## src/verilog/sscp_regs.svh

```systemverilog
`ifndef SSCP_REGS_SVH
`define SSCP_REGS_SVH

// frame layout
`define SSCP_FRAME_BITS       16
`define SSCP_ADDR_MSB         15
`define SSCP_ADDR_LSB         12
`define SSCP_WD_BIT           11
`define SSCP_PAYLOAD_MSB      10
`define SSCP_SUB_SEL_BIT      10

// register addresses
`define SSCP_ADDR_INIT_A      4'h0
`define SSCP_ADDR_INIT_B      4'h1
`define SSCP_ADDR_CHAN_FIRST  4'h2
`define SSCP_ADDR_CHAN_LAST   4'h7
`define SSCP_ADDR_OUT_CTL     4'h8
`define SSCP_ADDR_SHARED      4'h9
`define SSCP_ADDR_OVERCUR     4'ha
`define SSCP_ADDR_INPUT_EN    4'hb
`define SSCP_ADDR_PRESCALE    4'hc
`define SSCP_ADDR_OPEN_LOAD   4'hd
`define SSCP_ADDR_STEP        4'he
`define SSCP_ADDR_TEST        4'hf

// reset value of every setting
`define SSCP_CFG_RESET        '0

// watchdog timeouts, in microseconds, and clock rate
`define SSCP_CLK_MHZ          10
`define SSCP_WD_SHORT_US      10000
`define SSCP_WD_LONG_US       50000

`endif
```

## src/verilog/sscp_pkg.sv

```systemverilog
package sscp_pkg;

  typedef enum logic [1:0] {
    SSCP_NORMAL = 2'b00,
    SSCP_FAIL   = 2'b01,
    SSCP_ARMED  = 2'b10
  } sscp_mode_type;

  typedef struct packed {
    logic [1:0] channel_phase;
    logic       channel_on;
    logic [7:0] channel_duty_bits;
  } sscp_chan_type;

  typedef struct packed {
    logic       watchdog_timeout_select;
    logic [1:0] sync_delay_setting;
    logic [2:0] sense_select;
    logic       single_read_mode;
    logic [3:0] next_readout_address;
  } sscp_init_a_type;

  typedef struct packed {
    sscp_init_a_type        init_config_a;
    logic [10:0]            init_config_b;
    sscp_chan_type [5:0]    channel_control;
    logic [4:0]             output_select_flag;
    logic [5:0]             channel_on;
    logic [5:0]             shared_duty_enable;
    logic [7:0]             shared_duty_bits;
    logic [9:0]             overcurrent_config_a;
    logic [9:0]             overcurrent_config_b;
    logic [7:0]             direct_input_control;
    logic [9:0]             prescaler_config_a;
    logic [1:0]             prescaler_config_b;
    logic [9:0]             open_load_control;
    logic [5:0]             led_open_load_control;
    logic [10:0]            duty_step_control;
  } sscp_cfg_type;

  typedef logic [15:0][15:0] sscp_diag_type;

endpackage

```

## src/verilog/sscp_port.sv

```systemverilog
`timescale 1ns/10ps
`include "sscp_regs.svh"

// Behaviour
// - frames are 16 bits full duplex; several devices may share one chain
// - serial input is sampled into the shift register on each rising clock edge
// - serial output changes on rising clock edge; master captures on falling edge
// - falling chip select loads the output shift register with the reply word
// - bits shift only while chip select is low
// - rising chip select transfers the frame into the addressed register
// - with chip select high, clock and input are ignored and output floats
// - reset pin low clears port and fault state; wake follows direct inputs
// - reset pin high means awake and serial port enabled
// - traffic is checked for plausibility; failures force Fail mode
// - top four frame bits are the register address
// - no watchdog toggle before the selected timeout flags a serial failure
// - all register fields reset to zero
// - addresses 2 to 7: phase, channel on and duty per channel
// - at 9, 10, 12, 13 payload bit 10 picks the sub-register
// - address 8 holds five select flags and six channel-on bits
// - register 0 holds timeout select, sync delay, sense, single read, readout address
// - address 15 is test mode and is ignored
// - a clock count not a multiple of sixteen is a serial failure
// - entering Fail mode clears written settings, keeps diagnostic words
// - the reply word is the diagnostic word picked by the readout address
module sscp_port #(
  parameter int unsigned WD_SHORT_CYC = `SSCP_WD_SHORT_US * `SSCP_CLK_MHZ,
  parameter int unsigned WD_LONG_CYC  = `SSCP_WD_LONG_US * `SSCP_CLK_MHZ
) (
  input  wire logic                  clk_i,
  input  wire logic                  rst_i,
  input  wire logic                  sclk_i,
  input  wire logic                  si_i,
  input  wire logic                  chip_select_n_i,
  input  wire logic                  reset_n_input_i,
  input  wire logic [3:0]            direct_wake_inputs_i,
  input  wire sscp_pkg::sscp_diag_type diag_words_i,
  output logic                       so_o,
  output logic                       so_oe_o,
  output logic                       wake_o,
  output logic                       spi_enabled_o,
  output logic                       fail_mode_o,
  output sscp_pkg::sscp_cfg_type     settings_o
);
  import sscp_pkg::*;

  localparam int WD_CNT_W = $clog2(WD_LONG_CYC + 1);

  //////////////////////////////////////////////////////////////////////////////
  // edge finders on two samples, newer sample in bit 0

  function automatic logic rose_of(input logic [1:0] pair);
    return pair[0] & ~pair[1];
  endfunction

  function automatic logic fell_of(input logic [1:0] pair);
    return ~pair[0] & pair[1];
  endfunction

  //////////////////////////////////////////////////////////////////////////////
  // pin synchronisers

  logic [2:0]    sclk_sync_reg;
  logic [2:0]    csn_sync_reg;
  logic [1:0]    si_sync_reg;
  logic [1:0]    rstn_sync_reg;
  logic [1:0]    wake0_sync_reg;
  logic [1:0]    wake1_sync_reg;
  logic [1:0]    wake2_sync_reg;
  logic [1:0]    wake3_sync_reg;

  // chip select resets high so leaving reset is not taken as a frame start
  always_ff @(posedge clk_i or posedge rst_i) begin
    if (rst_i) begin
      sclk_sync_reg <= 3'h0;
      csn_sync_reg  <= 3'h7;
      si_sync_reg   <= 2'h0;
    end else begin
      sclk_sync_reg <= {sclk_sync_reg[1:0], sclk_i};
      csn_sync_reg  <= {csn_sync_reg[1:0], chip_select_n_i};
      si_sync_reg   <= {si_sync_reg[0], si_i};
    end
  end

  always_ff @(posedge clk_i or posedge rst_i) begin
    if (rst_i) begin
      rstn_sync_reg  <= 2'h0;
      wake0_sync_reg <= 2'h0;
      wake1_sync_reg <= 2'h0;
      wake2_sync_reg <= 2'h0;
      wake3_sync_reg <= 2'h0;
    end else begin
      rstn_sync_reg  <= {rstn_sync_reg[0], reset_n_input_i};
      wake0_sync_reg <= {wake0_sync_reg[0], direct_wake_inputs_i[0]};
      wake1_sync_reg <= {wake1_sync_reg[0], direct_wake_inputs_i[1]};
      wake2_sync_reg <= {wake2_sync_reg[0], direct_wake_inputs_i[2]};
      wake3_sync_reg <= {wake3_sync_reg[0], direct_wake_inputs_i[3]};
    end
  end

  logic          port_en;
  logic          sclk_rise;
  logic          cs_fall;
  logic          cs_rise;
  logic          cs_active;
  logic          direct_wake;

  assign port_en     = rstn_sync_reg[1];
  assign direct_wake = wake0_sync_reg[1] | wake1_sync_reg[1]
                     | wake2_sync_reg[1] | wake3_sync_reg[1];
  assign cs_active   = port_en & ~csn_sync_reg[1];
  assign sclk_rise   = cs_active & rose_of(sclk_sync_reg[2:1]);
  assign cs_fall     = port_en & fell_of(csn_sync_reg[2:1]);
  assign cs_rise     = port_en & rose_of(csn_sync_reg[2:1]);

  //////////////////////////////////////////////////////////////////////////////
  // shift path

  logic [15:0]   shift_reg;
  logic          so_reg;
  logic          so_oe_reg;
  logic [3:0]    bit_cnt_reg;
  logic          clocked_reg;
  logic [3:0]    readout_addr_reg;

  // pin edges show up two to three clocks late, so each serial clock phase
  // and the chip select setup must last at least four system clocks
  // load own reply, shift through
  always_ff @(posedge clk_i or posedge rst_i) begin
    if (rst_i) begin
      shift_reg <= 16'h0000;
      so_reg    <= 1'b0;
    end else if (!port_en) begin
      shift_reg <= 16'h0000;
      so_reg    <= 1'b0;
    end else if (cs_fall) begin
      shift_reg <= diag_words_i[readout_addr_reg];
    end else if (sclk_rise) begin
      // sample input, drive next output bit
      shift_reg <= {shift_reg[14:0], si_sync_reg[1]};
      so_reg    <= shift_reg[15];
    end
  end

  always_ff @(posedge clk_i or posedge rst_i) begin
    if (rst_i) begin
      so_oe_reg <= 1'b0;
    end else begin
      so_oe_reg <= cs_active;
    end
  end

  always_ff @(posedge clk_i or posedge rst_i) begin
    if (rst_i) begin
      bit_cnt_reg <= 4'h0;
      clocked_reg <= 1'b0;
    end else if (!port_en || cs_fall) begin
      bit_cnt_reg <= 4'h0;
      clocked_reg <= 1'b0;
    end else if (sclk_rise) begin
      bit_cnt_reg <= bit_cnt_reg + 4'h1;
      clocked_reg <= 1'b1;
    end
  end

  //////////////////////////////////////////////////////////////////////////////
  // frame end

  logic          frame_ok;
  logic          mod_err;
  logic [3:0]    frame_addr;
  logic          frame_wd;
  logic [10:0]   payload;

  // a chip select rise with no clocks is a plain deselect, not an error
  assign frame_ok   = cs_rise & clocked_reg & (bit_cnt_reg == 4'h0);
  assign mod_err    = cs_rise & clocked_reg & (bit_cnt_reg != 4'h0);
  assign frame_addr = shift_reg[`SSCP_ADDR_MSB:`SSCP_ADDR_LSB];
  assign frame_wd   = shift_reg[`SSCP_WD_BIT];
  assign payload    = shift_reg[`SSCP_PAYLOAD_MSB:0];

  //////////////////////////////////////////////////////////////////////////////
  // watchdog and mode

  sscp_mode_type mode_reg;
  sscp_cfg_type  cfg_reg;
  logic [WD_CNT_W-1:0] wd_cnt_reg;
  logic          wd_last_reg;
  logic          wd_toggled;
  logic          wd_timeout;
  logic [WD_CNT_W-1:0] wd_limit;
  logic          enter_fail;

  // a frame that keeps the old watchdog bit still writes; only the timer catches it
  assign wd_toggled = frame_ok & (frame_wd != wd_last_reg);
  assign wd_limit   = cfg_reg.init_config_a.watchdog_timeout_select
                    ? WD_CNT_W'(WD_LONG_CYC) : WD_CNT_W'(WD_SHORT_CYC);
  // toggle missing for a whole timeout
  assign wd_timeout = (wd_cnt_reg >= wd_limit);

  always_comb begin
    enter_fail = 1'b0;
    if (mode_reg != SSCP_FAIL) begin
      enter_fail = mod_err | wd_timeout;
    end
  end

  // timer restarts on each toggled frame
  always_ff @(posedge clk_i or posedge rst_i) begin
    if (rst_i) begin
      wd_cnt_reg  <= '0;
      wd_last_reg <= 1'b0;
    end else if (!port_en || enter_fail) begin
      wd_cnt_reg  <= '0;
      wd_last_reg <= 1'b0;
    end else if (mode_reg == SSCP_FAIL) begin
      wd_cnt_reg  <= '0;
      if (frame_ok) begin
        wd_last_reg <= frame_wd;
      end
    end else if (wd_toggled) begin
      wd_cnt_reg  <= '0;
      wd_last_reg <= frame_wd;
    end else if (!wd_timeout) begin
      wd_cnt_reg  <= wd_cnt_reg + WD_CNT_W'(1);
    end
  end

  // recovery: watchdog 0 frame, then watchdog 1 frame in time
  always_ff @(posedge clk_i or posedge rst_i) begin
    if (rst_i) begin
      mode_reg <= SSCP_NORMAL;
    end else if (!port_en) begin
      mode_reg <= SSCP_NORMAL;
    end else begin
      unique case (mode_reg)
        SSCP_NORMAL: begin
          if (enter_fail) begin
            mode_reg <= SSCP_FAIL;
          end
        end
        SSCP_FAIL: begin
          if (frame_ok && !frame_wd) begin
            mode_reg <= SSCP_ARMED;
          end
        end
        SSCP_ARMED: begin
          if (enter_fail) begin
            mode_reg <= SSCP_FAIL;
          end else if (frame_ok && frame_wd) begin
            mode_reg <= SSCP_NORMAL;
          end
        end
        default: begin
          mode_reg <= SSCP_FAIL;
        end
      endcase
    end
  end

  //////////////////////////////////////////////////////////////////////////////
  // readout address

  // single read mode drops back to word 0 after one reply
  // readout address also accepted in Fail mode
  always_ff @(posedge clk_i or posedge rst_i) begin
    if (rst_i) begin
      readout_addr_reg <= 4'h0;
    end else if (!port_en) begin
      readout_addr_reg <= 4'h0;
    end else if (frame_ok && frame_addr == `SSCP_ADDR_INIT_A) begin
      readout_addr_reg <= payload[3:0];
    end else if (frame_ok && cfg_reg.init_config_a.single_read_mode) begin
      readout_addr_reg <= 4'h0;
    end
  end

  //////////////////////////////////////////////////////////////////////////////
  // settings registers

  logic          write_en;
  logic          sub_sel;
  logic [2:0]    chan_idx;

  // writes are refused in Fail and while arming the return to Normal
  assign write_en = frame_ok & (mode_reg == SSCP_NORMAL);
  assign sub_sel  = payload[`SSCP_SUB_SEL_BIT];
  assign chan_idx = 3'(frame_addr - `SSCP_ADDR_CHAN_FIRST);

  always_ff @(posedge clk_i or posedge rst_i) begin
    if (rst_i) begin
      cfg_reg <= `SSCP_CFG_RESET;
    end else if (!port_en || enter_fail) begin
      cfg_reg <= `SSCP_CFG_RESET;
    end else if (write_en) begin
      unique case (frame_addr)
        `SSCP_ADDR_INIT_A: cfg_reg.init_config_a <= sscp_init_a_type'(payload);
        `SSCP_ADDR_INIT_B: cfg_reg.init_config_b <= payload;
        `SSCP_ADDR_OUT_CTL: begin
          cfg_reg.output_select_flag <= payload[10:6];
          cfg_reg.channel_on         <= payload[5:0];
        end
        `SSCP_ADDR_SHARED: begin
          if (sub_sel) begin
            cfg_reg.shared_duty_bits <= payload[7:0];
          end else begin
            cfg_reg.shared_duty_enable <= payload[5:0];
          end
        end
        `SSCP_ADDR_OVERCUR: begin
          if (sub_sel) begin
            cfg_reg.overcurrent_config_b <= payload[9:0];
          end else begin
            cfg_reg.overcurrent_config_a <= payload[9:0];
          end
        end
        `SSCP_ADDR_INPUT_EN: cfg_reg.direct_input_control <= payload[7:0];
        `SSCP_ADDR_PRESCALE: begin
          if (sub_sel) begin
            cfg_reg.prescaler_config_b <= payload[1:0];
          end else begin
            cfg_reg.prescaler_config_a <= payload[9:0];
          end
        end
        `SSCP_ADDR_OPEN_LOAD: begin
          if (sub_sel) begin
            cfg_reg.led_open_load_control <= payload[5:0];
          end else begin
            cfg_reg.open_load_control <= payload[9:0];
          end
        end
        `SSCP_ADDR_STEP: cfg_reg.duty_step_control <= payload;
        `SSCP_ADDR_TEST: begin
        end
        default: cfg_reg.channel_control[chan_idx] <= sscp_chan_type'(payload);
      endcase
    end
  end

  //////////////////////////////////////////////////////////////////////////////
  // outputs

  assign so_o          = so_reg;
  assign so_oe_o       = so_oe_reg;
  // wake from reset pin or direct inputs
  assign wake_o        = port_en | direct_wake;
  assign spi_enabled_o = port_en;
  assign fail_mode_o   = (mode_reg != SSCP_NORMAL);
  assign settings_o    = cfg_reg;

endmodule

```

## config.mk

```make
export PLATFORM = sky130hd
export DESIGN_NAME = sscp_port
export DESIGN_NICKNAME = d
export VERILOG_FILES = /design/src/verilog/sscp_pkg.sv /design/src/verilog/sscp_port.sv
export VERILOG_INCLUDE_DIRS = /design/src /design/src/verilog
export SDC_FILE = /design/constraint.sdc
export NUM_CORES = 1
export LEC_CHECK = 0
export BUFFER_PORTS_ARGS = -buffer_cell sky130_fd_sc_hd__buf_2
export CAP_MARGIN = 20
export CORE_AREA = 8 8 212 214
export DETAILED_ROUTE_END_ITERATION = 16
export DIE_AREA = 0 0 220 222
export PLACE_DENSITY = 0.63
export SETUP_SLACK_MARGIN = 0.3
export SYNTH_ARGS = -nofsm -noshare
export SYNTH_HDL_FRONTEND = slang
export SYNTH_SLANG_ARGS = --single-unit
export TNS_END_PERCENT = 100
```

## constraint.sdc

```tcl
create_clock -name clk_i -period 12.29 [get_ports clk_i]
set_input_delay 1.8435 -clock clk_i [delete_from_list [all_inputs] [get_ports clk_i]]
set_output_delay 1.8435 -clock clk_i [all_outputs]
set_load 0.02 [all_outputs]
```

Word level (Yosys, flattened, before mapping). Index checks and enable logic that the tools add are counted.

Equal/unequal tests: 24. Shift-type cells: 0. $mul: 0. Bitwise gates (word level): 20. Order comparisons: 4. Muxes and demuxes: 52. Add/subtract/negate cells: 3. Reduce and logical (&&, ||, !) cells: 45. Div/mod/pow operators: 0.

Operators with widths (number): $mux 180 (2); $mux 19 (5); $mux 16 (5); $bwmux 66 (1); $mux 66 (1); $bmux 16 s4 (1); $mux 11 (5); $demux 11 s3 (1); $eq 4x4->1 const B (8); $reduce_and 3->1 (9); $reduce_bool 2->1 (13); $mux 10 (2); $mux 20 (1); $mux 4 (5); $add 19x1->19 const B (1); $ge 19x19->1 (1); $mux 8 (2); $reduce_and 2->1 (8); $mux 14 (1); $and 1x1->1 (12); $mux 12 (1); $mux 2 (6); $mux 6 (2); $mux 1 (10); other kinds (27) (45).

Memories kept: 0. Bits in writable memories: 0. Bits in registers: 247. Word-level logic and storage cells: 201. Bits in read-only memories: 0. Bits in latches: 0. Input bits: 266. Output and inout bits: 185.

Longest topological paths before layout. Gate-level depths: netlist of the first run.

Depth in word-level cells: 10. Mapped depth: 11. Mapped depth without buffers: 8.

Least setup slack after synthesis of the first run. OpenSTA, ideal clock, no wires.

Path kind: input to register. Start point: input port diag_words_i[240] (netlist bit). End point: register shift_reg[0]. Data arrival time: 2.873 ns. Path slack: 9.281 ns. Stages: 4. Cells stage by stage: mux4_2 > mux4_2 > nor2_1 > a311oi_1.

Longest elaborated chain between the ends: 4.

Ends and longest elaborated chain: from (decl) (RTL line sscp_port.sv:37) `input wire sscp_pkg::sscp_diag_type diag_words_i,`; $bmux 16 s4 (RTL line sscp_port.sv:137) `shift_reg <= diag_words_i[readout_addr_reg];`; $mux 16 (not written as such) (RTL line sscp_port.sv:137); $mux 16 (RTL line sscp_port.sv:136) `end else if (cs_fall) begin`; $mux 16 (RTL line sscp_port.sv:133) `end else if (!port_en) begin`; to (signal assigned) (RTL line sscp_port.sv:137); to (signal assigned) (RTL line sscp_port.sv:140) `shift_reg <= {shift_reg[14:0], si_sync_reg[1]};`; to (decl) (RTL line sscp_port.sv:119) `logic [15:0] shift_reg;`.

No other way between the ends. The select of a mux whose other input is x is not followed. A chain may end at the register's enable or synchronous reset.

Worst setup path in the final report of the first run.
Start point: register rstn_sync_reg[1]. End point: output port wake_o.

Longest elaborated chain between the ends: 1.

Ends and longest elaborated chain: from (decl) (RTL line sscp_port.sv:66) `logic [1:0] rstn_sync_reg;`; from (signal assigned) (RTL line sscp_port.sv:93) `rstn_sync_reg <= {rstn_sync_reg[0], reset_n_input_i};`; $or 1x1->1 (RTL line sscp_port.sv:346) `assign wake_o = port_en | direct_wake;`; to (decl) (RTL line sscp_port.sv:40) `output logic wake_o,`.

No other way between the ends.

==> results.ini, run 1 <==
[sta]
slew_violations=0
worst_pin_slew_ns=1.11
fmax_mhz=281
grt_setup_unrepaired=no
fin_hold_ws_ns=0.350
tns_ns=0
period_needed_ns=3.56
finalSetupViolCount=0
fin_crit_sh=0.290
slew_headroom=0.252
fin_skew_ns=0.0154
final_hold_viol_count=0

[detailed_routing]
final_antenna_net_count=0
dr.pass1.iters=5
vias_per_cell=5.04
avgRoutedWirePerCell_um=23.5
wl_um=50500
drtIter0Drc=789
vias=10800
drc_errors=0

[worst_hold_path]
hp-class=flop to flop
hold_end=wake3_sync_reg[1]
whs_path_depth=0
min_from=wake3_sync_reg[0]

[yosys]
synthFlopType=dfrtp_1
syn_avg_cell_area_um2=10.5
synth-edff-count=0
synth_area_mm2=0.0123
yosys.area_share.adder=0.0112
ys_seq_elements=247
yosysWarnings=0
syn_inst=1178
synth_mux_area_frac=0.192
synth_compound_area_frac=0.0792
synthSimpleGateAreaFrac=0.169
synth_xor_area_frac=0.0128
seq_area_frac_synth=0.502
syn_nets=1455
synth_top_family_by_area=multiplexers
async_reset_ff_frac=1.00
synth_cell_types=54

[floorplanning]
std_cell_rows=75
die_h_um=222
dieArea_mm2=0.0488
floorplan.initialDensity=0.297
ioPinCount=451
fp.dieW_um=220
core-area_mm2=0.0415

[clock_tree]
insertion_delay_ns=0.54
clockRootBuffer=clkbuf_16
cts_tree=done
cts.path.max_buffers=3
cts_resized=0
postCtsHoldBufs=0
cts.reportedPaths.clkPinSlew_ns=0.06
clock_sinks=247
htree_levels=1
cts-buffers-inserted=26
cts_setup_buffers=0

[placed_design]
dp_hpwl_um=38000
portBuffers=450
post_dp_cell_area_mm2=0.0150
gp_congestion=0.880

[worst_setup_path]
critPathBufInv=2
cpPeakStageDelay_ns=0.50
crit_slowest_cell=dfrtp_1
start_kind=flop
rr_worst_depth=8
rr_endpoint=wd_last_reg
timing.rr.start=settings_o[179]
r2r_slack_ns=8.88
critPathTopFamily=buffers and inverters
worstPathRequired_ns=10.45
worstPathMaxFanout=10
critPathCaptureType=output port
cp.arrival_ns=1.72
crit_chain=clkinv_1, nand2_1, buf_2
crit_type=flop to output port

[power]
ir_drop_v=0.0000871
leakagePower_nw=7.44
power.density_mw_per_mm2=113

[final_layout]
final_cell_mix=buf_2, nand2_1, dfrtp_1, a21oi_1, nor2_1
largest_register_ffs=180
layout.nets=1860
final_common_cell=buf_2
fillers=4145
fin_util=0.385
drive_gt1_frac=0.381
fin_area_mm2=0.0160
area_growth_pct=29.8

[grt]
grt_pass1_wl_um=73500
antenna_found_initial=14
grt_max_degree=94
overflow=0
grt_pass1_vias=11400
grt_usage=0.198

[run]
max_cap_viol_count=0

[run_status]
outcome=completed

-- how the worst max path moves through the flow --
stage	start	cells past startpoint	endpoint	slack [ns]
floorplan	rst_i	1	bit_cnt_reg[0]	3.66
global placement	rst_i	3	readout_addr_reg[0]	8.71
detailed placement	rst_i	3	readout_addr_reg[0]	8.68
CTS	rstn_sync_reg[1]	3	wake_o	8.69
global route	settings_o[179]	8	wd_last_reg	8.53
finish	rstn_sync_reg[1]	3	wake_o	8.73
-- kinds of logic after synthesis --
| kind of cell | after synthesis |
|---|---|
| mux | 136 |
| xor+xnor | 18 |
| simple gates | 482 |
| buf+inv | 100 |
| fa+ha+maj | 11 |
| flops | 247 |
| compound gates | 184 |
-- synth_stat cells (2+ instances only) --
master,number,area [um^2]
a21oi_1,148,741
dfstp_2,3,78.8
nor4_4,2,42.5
and3_1,9,56.3
nand2_1,293,1100
buf_1,2,7.51
buf_4,4,30.0
or3_1,2,12.5
ha_1,11,138
nor3_2,4,40.0
mux4_2,80,1800
buf_2,24,120
nand3_1,13,65.1
dfrtp_1,244,6110
xnor2_1,8,70.1
nor3_1,6,30.0
nor2_1,114,428
clkbuf_1,60,225
and2_1,3,18.8
inv_1,9,33.8
a22o_1,4,35.0
and4_1,2,17.5
nor2b_1,4,25.0
nand4_1,9,56.3
o21ai_0,21,105
o21a_1,2,15.0
or2_2,2,12.5
nand2b_1,3,18.8
mux2i_1,56,561
xor2_1,10,87.6
nand3b_1,3,22.5
-- stage by stage --
step / total power, mW / setup WS [ns] / cells
3_3_place_gp: 1.01 / 8.71 / 2089
3_5_place_dp: 1.02 / 8.68 / 2091
6_report: 1.81 / 8.73 / 2149
5_1_grt: 1.87 / 8.53 / 2149
2_1_floorplan: 0.922 / 3.66 / 1178
4_1_cts: 1.83 / 8.69 / 2137
-- power by group --
part           total [mW]  leakage, nW  switching, mW  internal (mW)
sequential          0.850         3.38         0.0277          0.822
combinational       0.151         3.64         0.0872         0.0641
clock               0.804        0.419          0.335          0.469
-- routing by layer --
metal	vias to the layer above	share of wire	track usage
met3	75	0.057	0.0317
met1	5409	0.38	0.227
met2	438	0.53	0.360
met5	-	0.00020	0
li1	4900	-	-
met4	2	0.028	0.0785
-- area by class of cell --
class,count,area [um^2],share of cell area
Sequential cell,247,6190,0.387
Multi-Input combinational cell,831,5720,0.358
Timing Repair Buffer,467,2460,0.154
Clock buffer,35,746,0.0467
Tap cell,539,674,0.0422
Clock inverter,11,124,0.00775
Inverter,10,45.0,0.00282
Antenna cell,9,22.5,0.00141
(Power assumes the default switching activity.)
==> run 2: changes to the inputs <==
- clock period: 12.29 -> 3.51 ns (I/O delays scaled with it)
==> run 2 against run 1 <==
Worst setup slack worse by 8.2 ns. Cell area is 0.89% higher. Sequential share of layout area is 0.34 points lower. Non-clock buffer count is 22 higher. Highest routed layer unchanged. Register-to-register slack worse by 8.4 ns. Clock skew is 0.0018 ns lower. Clock-buffer cell count is 3 higher. Final cell count is 0.98% higher. Routed wire length is 0.98% lower. Sequential power grew to 3.5 times the previous value. Largest cell class unchanged. Die area stayed put. Critical path type is now flop to flop.
==> results.ini, run 2 (synthesis results as in run 1) <==
[sta]
worst_pin_slew_ns=1.06
finalSetupViolCount=0
slew_violations=0
final_hold_viol_count=0
period_needed_ns=3.00
fin_hold_ws_ns=0.104
setup_slack_ns=0.509
fmax_mhz=333
grt_setup_unrepaired=no
fin_skew_ns=0.0136
slew_headroom=0.292
fin_crit_sh=0.855

[floorplanning]
fp.dieW_um=220
ioPinCount=451
core-area_mm2=0.0415
std_cell_rows=75
dieArea_mm2=0.0488
die_h_um=222
floorplan.initialDensity=0.297

[worst_setup_path]
cpPeakStageDelay_ns=0.52
critPathBufInv=2
worstPathRequired_ns=3.91
crit_type=flop to flop
crit_chain=inv_1, ha_1, or4b_1, a2111o_1, nand2_1, o31a_2, buf_12, nor2_1
start_kind=flop
worstPathMaxFanout=85
cp.arrival_ns=3.40
critPathTopFamily=compound AO/OA/AOI/OAI gates
critPathCaptureType=flop
crit_slowest_cell=o31a_2

[detailed_routing]
dr.pass1.iters=5
vias=10900
vias_per_cell=5.03
final_antenna_net_count=0
drc_errors=0
avgRoutedWirePerCell_um=23.0
drtIter0Drc=879
wl_um=50000

[clock_tree]
postCtsHoldBufs=0
cts.reportedPaths.clkPinSlew_ns=0.06
htree_levels=1
cts.path.max_buffers=3
cts-buffers-inserted=27
insertion_delay_ns=0.53
clockRootBuffer=clkbuf_16
clock_sinks=247
cts_setup_buffers=0
cts_resized=0
cts_tree=done

[final_layout]
area_growth_pct=31.0
layout.nets=1883
final_common_cell=buf_2
final_cell_mix=buf_2, nand2_1, dfrtp_1, a21oi_1, nor2_1
fillers=4117
finalNonFillerCells=2170
largest_register_ffs=180
drive_gt1_frac=0.387

[placed_design]
place_inst=2115
dp_hpwl_um=38800
portBuffers=450
pre_cts_ws_ns=0.526
gp_congestion=0.857

[grt]
grt_pass1_vias=11600
grt_max_degree=86
antenna_found_initial=16
overflow=0
grt_usage=0.198
grt_pass1_wl_um=73600

[power]
leakagePower_nw=7.54
finalPower_mw=6.27
power.density_mw_per_mm2=389
ir_drop_v=0.000323

[worst_hold_path]
hp-class=input port to flop

[run]
max_cap_viol_count=0

[run_status]
outcome=completed

## run 2: power by group
group / leakage, nW / total (mW) / internal (mW) / switching (mW)
sequential: 3.38 / 2.99 / 2.88 / 0.106
combinational: 3.74 / 0.521 / 0.233 / 0.288
clock: 0.422 / 2.76 / 1.61 / 1.15
## run 2: area by class of cell
class / instances / area, um^2 / area share
Inverter: 10 / 41.3 / 0.00256
Clock buffer: 38 / 737 / 0.0457
Tap cell: 539 / 674 / 0.0418
Antenna cell: 5 / 12.5 / 0.000776
Timing Repair Buffer: 489 / 2640 / 0.164
Multi-Input combinational cell: 831 / 5720 / 0.355
Clock inverter: 11 / 113 / 0.00698
Sequential cell: 247 / 6190 / 0.384
## run 2: final timing paths
| check | from | end | slack (ns) | cells after the start |
|---|---|---|---|---|
| setup / recovery | settings_o[179] | settings_o[96] | 0.51 | 8 |
| hold / removal | si_i | si_sync_reg[0] | 0.10 | 1 |
| setup reg to reg | settings_o[179] | settings_o[96] | 0.51 | 8 |
| hold reg to reg | wake2_sync_reg[0] | wake2_sync_reg[1] | 0.35 | 0 |
| max in group asynchronous | rst_i | csn_sync_reg[0] | 2.46 | 3 |
| min in group asynchronous | rst_i | shift_reg[5] | 0.19 | 2 |
## run 2: per-layer routing
metal | global-route usage | up-vias | routed length, um
met1 | 0.227 | 5390 | 18800
met4 | 0.101 | 6 | 2380
met5 | 0 | - | 40
met2 | 0.346 | 485 | 25600
met3 | 0.0359 | 98 | 3170
li1 | - | 4938 | -
## run 2: metrics by stage
stage          cell area, um^2  setup TNS (ns)   util
6_report                 16100               0  0.389
2_1_floorplan            12300          -63.39      -
3_5_place_dp             15200               0  0.367
3_3_place_gp             15200               0  0.367
4_1_cts                  16100               0  0.388
5_1_grt                  16100               0  0.389
## run 2: worst register-to-register path, cell delays in order (launching register included)
cell and delay [ns]:
dfrtp_1 0.46, inv_1 0.13, ha_1 0.31, or4b_1 0.43, a2111o_1 0.33, nand2_1 0.13
o31a_2 0.52, buf_12 0.38, nor2_1 0.19
==> run 3: changes to the inputs <==
- ABC_AREA: default -> 1
- CORE_AREA: 8 8 212 214 -> 8 8 215 217
- DIE_AREA: 0 0 220 222 -> 0 0 223 225
- PLACE_DENSITY: 0.63 -> 0.62
==> run 3 against run 2 <==
Maximum frequency rose by 2.5%. Clock skew grew 0.0020 ns. Total power is 26% higher. Sequential share of layout area down 0.69 points. Register-to-register slack better by 0.07 ns. Via count rose by 21%. Critical path depth increased by 4. Clock power rose by 9.8%. Flip-flop and latch count unchanged. Combinational power increased to 3.1 times the previous value. Cell area increased by 1.8%. Routed wire length increased by 6.5%. Critical path type unchanged. Largest cell class unchanged.
==> results.ini, run 3 <==
[power]
power.density_mw_per_mm2=482
power.internal_mw=5.47
p_sw_mw=2.44
comb_power_share=0.201
pwr-share-seq=0.416
swShare=0.308
leakagePower_nw=8.30
clockPowerShare=0.383
ir_drop_v=0.000330
finalPower_mw=7.91

[sta]
slew_headroom=0.331
fin_hold_ws_ns=0.0768
grt_setup_unrepaired=no
tns_ns=0
worst_pin_slew_ns=1.00
period_needed_ns=2.93
finalSetupViolCount=0
fmax_mhz=342
final_hold_viol_count=0
slew_violations=0
fin_skew_ns=0.0156
fin_crit_sh=0.834

[clock_tree]
htree_levels=1
postCtsHoldBufs=0
cts_tree=done
insertion_delay_ns=0.53
clockRootBuffer=clkbuf_16
cts.reportedPaths.clkPinSlew_ns=0.06
cts.path.max_buffers=3
cts-buffers-inserted=26
clock_sinks=247

[yosys]
syn_avg_cell_area_um2=7.95
synthSimpleGateAreaFrac=0.213
syn_inst=1600
ys_seq_elements=247
yosys.area.top_type=dfrtp_1
synth_compound_area_frac=0.215
syn_nets=1877
yosys.area_share.adder=0.0108
synth_top_area_frac=0.480
synth_xor_area_frac=0.00620
ys_top_cells_by_area=dfrtp_1, nand2_1, o21ai_0
synth_top_family_by_area=compound AO/OA/AOI/OAI gates
synth_mux_area_frac=0
synth-edff-count=0
yosysWarnings=0
synth_cell_types=45
seq_area_frac_synth=0.486
synth.most_common_cell=nand2_1
async_reset_ff_frac=1.00
synthTopCellsByCount=nand2_1, o21ai_0, dfrtp_1
synth_area_mm2=0.0127
synthFlopType=dfrtp_1

[worst_setup_path]
crit_chain=inv_1, ha_1, o21ai_1, nand2_1, a21oi_2, nand4_2, nand2_4, nand2_1, buf_4, inv_1, nand2_1, nand2_1
critPathCaptureType=flop
critPathTopFamily=simple AND/OR/NAND/NOR gates
crit_slowest_cell=dfrtp_1
rr_endpoint=settings_o[28]
worstPathMaxFanout=28
path_common_cell=nand2_1
cpPeakStageDelay_ns=0.46
worstPathRequired_ns=3.96
crit_type=flop to flop
rr_worst_depth=12
r2r_slack_ns=0.58
start_kind=flop
cp.arrival_ns=3.38
timing.rr.start=settings_o[179]
critPathBufInv=3

[placed_design]
place_inst=2518
dp_hpwl_um=39700
portBuffers=450
gp_congestion=0.917
post_dp_cell_area_mm2=0.0155

[grt]
grt_usage=0.201
grt_pass1_wl_um=79800
grt_max_degree=129
grt_pass1_vias=13100
antenna_found_initial=6
overflow=0

[detailed_routing]
vias=13200
wl_um=53200
drc_errors=0
avgRoutedWirePerCell_um=20.7
dr.pass1.iters=8
drtIter0Drc=1285
vias_per_cell=5.14
final_antenna_net_count=0

[floorplanning]
fp.dieW_um=223
std_cell_rows=76
dieArea_mm2=0.0502
die_h_um=225
ioPinCount=451
core-area_mm2=0.0427
floorplan.initialDensity=0.298

[final_layout]
final_cell_mix=buf_2, nand2_1, o21ai_0, dfrtp_1, nor2_1
fin_area_mm2=0.0164
finalNonFillerCells=2570
area_growth_pct=29.2
largest_register_ffs=180
layout.nets=2278
final_common_cell=buf_2
drive_gt1_frac=0.277

[run_status]
outcome=completed

[run]
max_cap_viol_count=0

[worst_hold_path]
hp-class=input port to asynchronous set/reset pin

-- run 3: cell types whose count changed after synthesis, moves of 42 or more --
cell / change
a21oi_1: -134
inv_1: +72
mux2i_1: -56
mux4_2: -80
nand2_1: +49
nor2_1: +127
o211ai_1: +42
o21ai_0: +229
o21ai_1: +66
-- run 3: layout make-up --
type / instances / area (um^2)
clock buffer: 37 / 763
fill: 4413 / 26300
multi-input combinational: 1152 / 5660
clock inverter: 9 / 176
sequential: 247 / 6190
inverter: 87 / 332
antenna: 5 / 12.5
timing repair buffer: 487 / 2610
tap: 546 / 683
-- run 3: per-layer routing --
metal  wire, um  share of wire  vias to the layer above  GRT usage
li1           -              -                     6223          -
met1      22400           0.42                     6445      0.263
met2      25700           0.48                      476      0.329
met3       4000          0.075                       71     0.0539
met4       1080          0.020                        2     0.0459
met5         13        0.00024                        -          0
-- run 3: stage by stage --
stage	worst slack, ns	util
after floorplan	-0.260	-
after global routing	0.335	0.385
after detailed placement	0.397	0.362
final	0.583	0.385
after global placement	0.545	0.362
after CTS	0.372	0.384
-- run 3: logic make-up (layout without fill, tap and decap cells) --
group / Yosys count / in the layout
and+or+nand+nor: 671 / 671
AOI/OAI and AO/OA: 461 / 461
DFF: 247 / 247
buffers and inverters: 201 / 620
adders and majority gates: 11 / 11
xor gates and xnor gates: 9 / 9
other: 0 / 5
-- run 3: timing repair --
item	4_1_cts	5_1_grt
resized for setup	0	1
setup endpoints to repair	0	79
endpoints found under the hold margin	0	0
setup buffers	0	0
-- run 3: worst max-delay path by stage --
stage | startpoint | depth (start not counted) | slack (ns) | endpoint
global route | settings_o[179] | 12 | 0.34 | settings_o[58]
global placement | settings_o[179] | 10 | 0.55 | settings_o[21]
detailed placement | settings_o[179] | 10 | 0.40 | settings_o[17]
CTS | settings_o[179] | 10 | 0.37 | settings_o[26]
finish | settings_o[179] | 12 | 0.58 | settings_o[28]
floorplan | rst_i | 1 | -0.26 | bit_cnt_reg[0]
-- run 3: power by group through the flow --
stage                     sequential, mW  combinational, mW  clock [mW]
after floorplan                     3.53              0.674           0
after global placement              3.34               1.57           0
after detailed placement            3.33               1.59           0
after CTS                           3.29               1.60        3.09
after global routing                3.32               1.75        3.19
final                               3.29               1.59        3.03
-- run 3: worst register-to-register path, cell delays in order (launching register included) --
cell	delay, ns
dfrtp_1	0.46
inv_1	0.14
ha_1	0.33
o21ai_1	0.08
nand2_1	0.07
a21oi_2	0.23
nand4_2	0.27
nand2_4	0.38
nand2_1	0.11
buf_4	0.23
inv_1	0.36
nand2_1	0.10
nand2_1	0.09
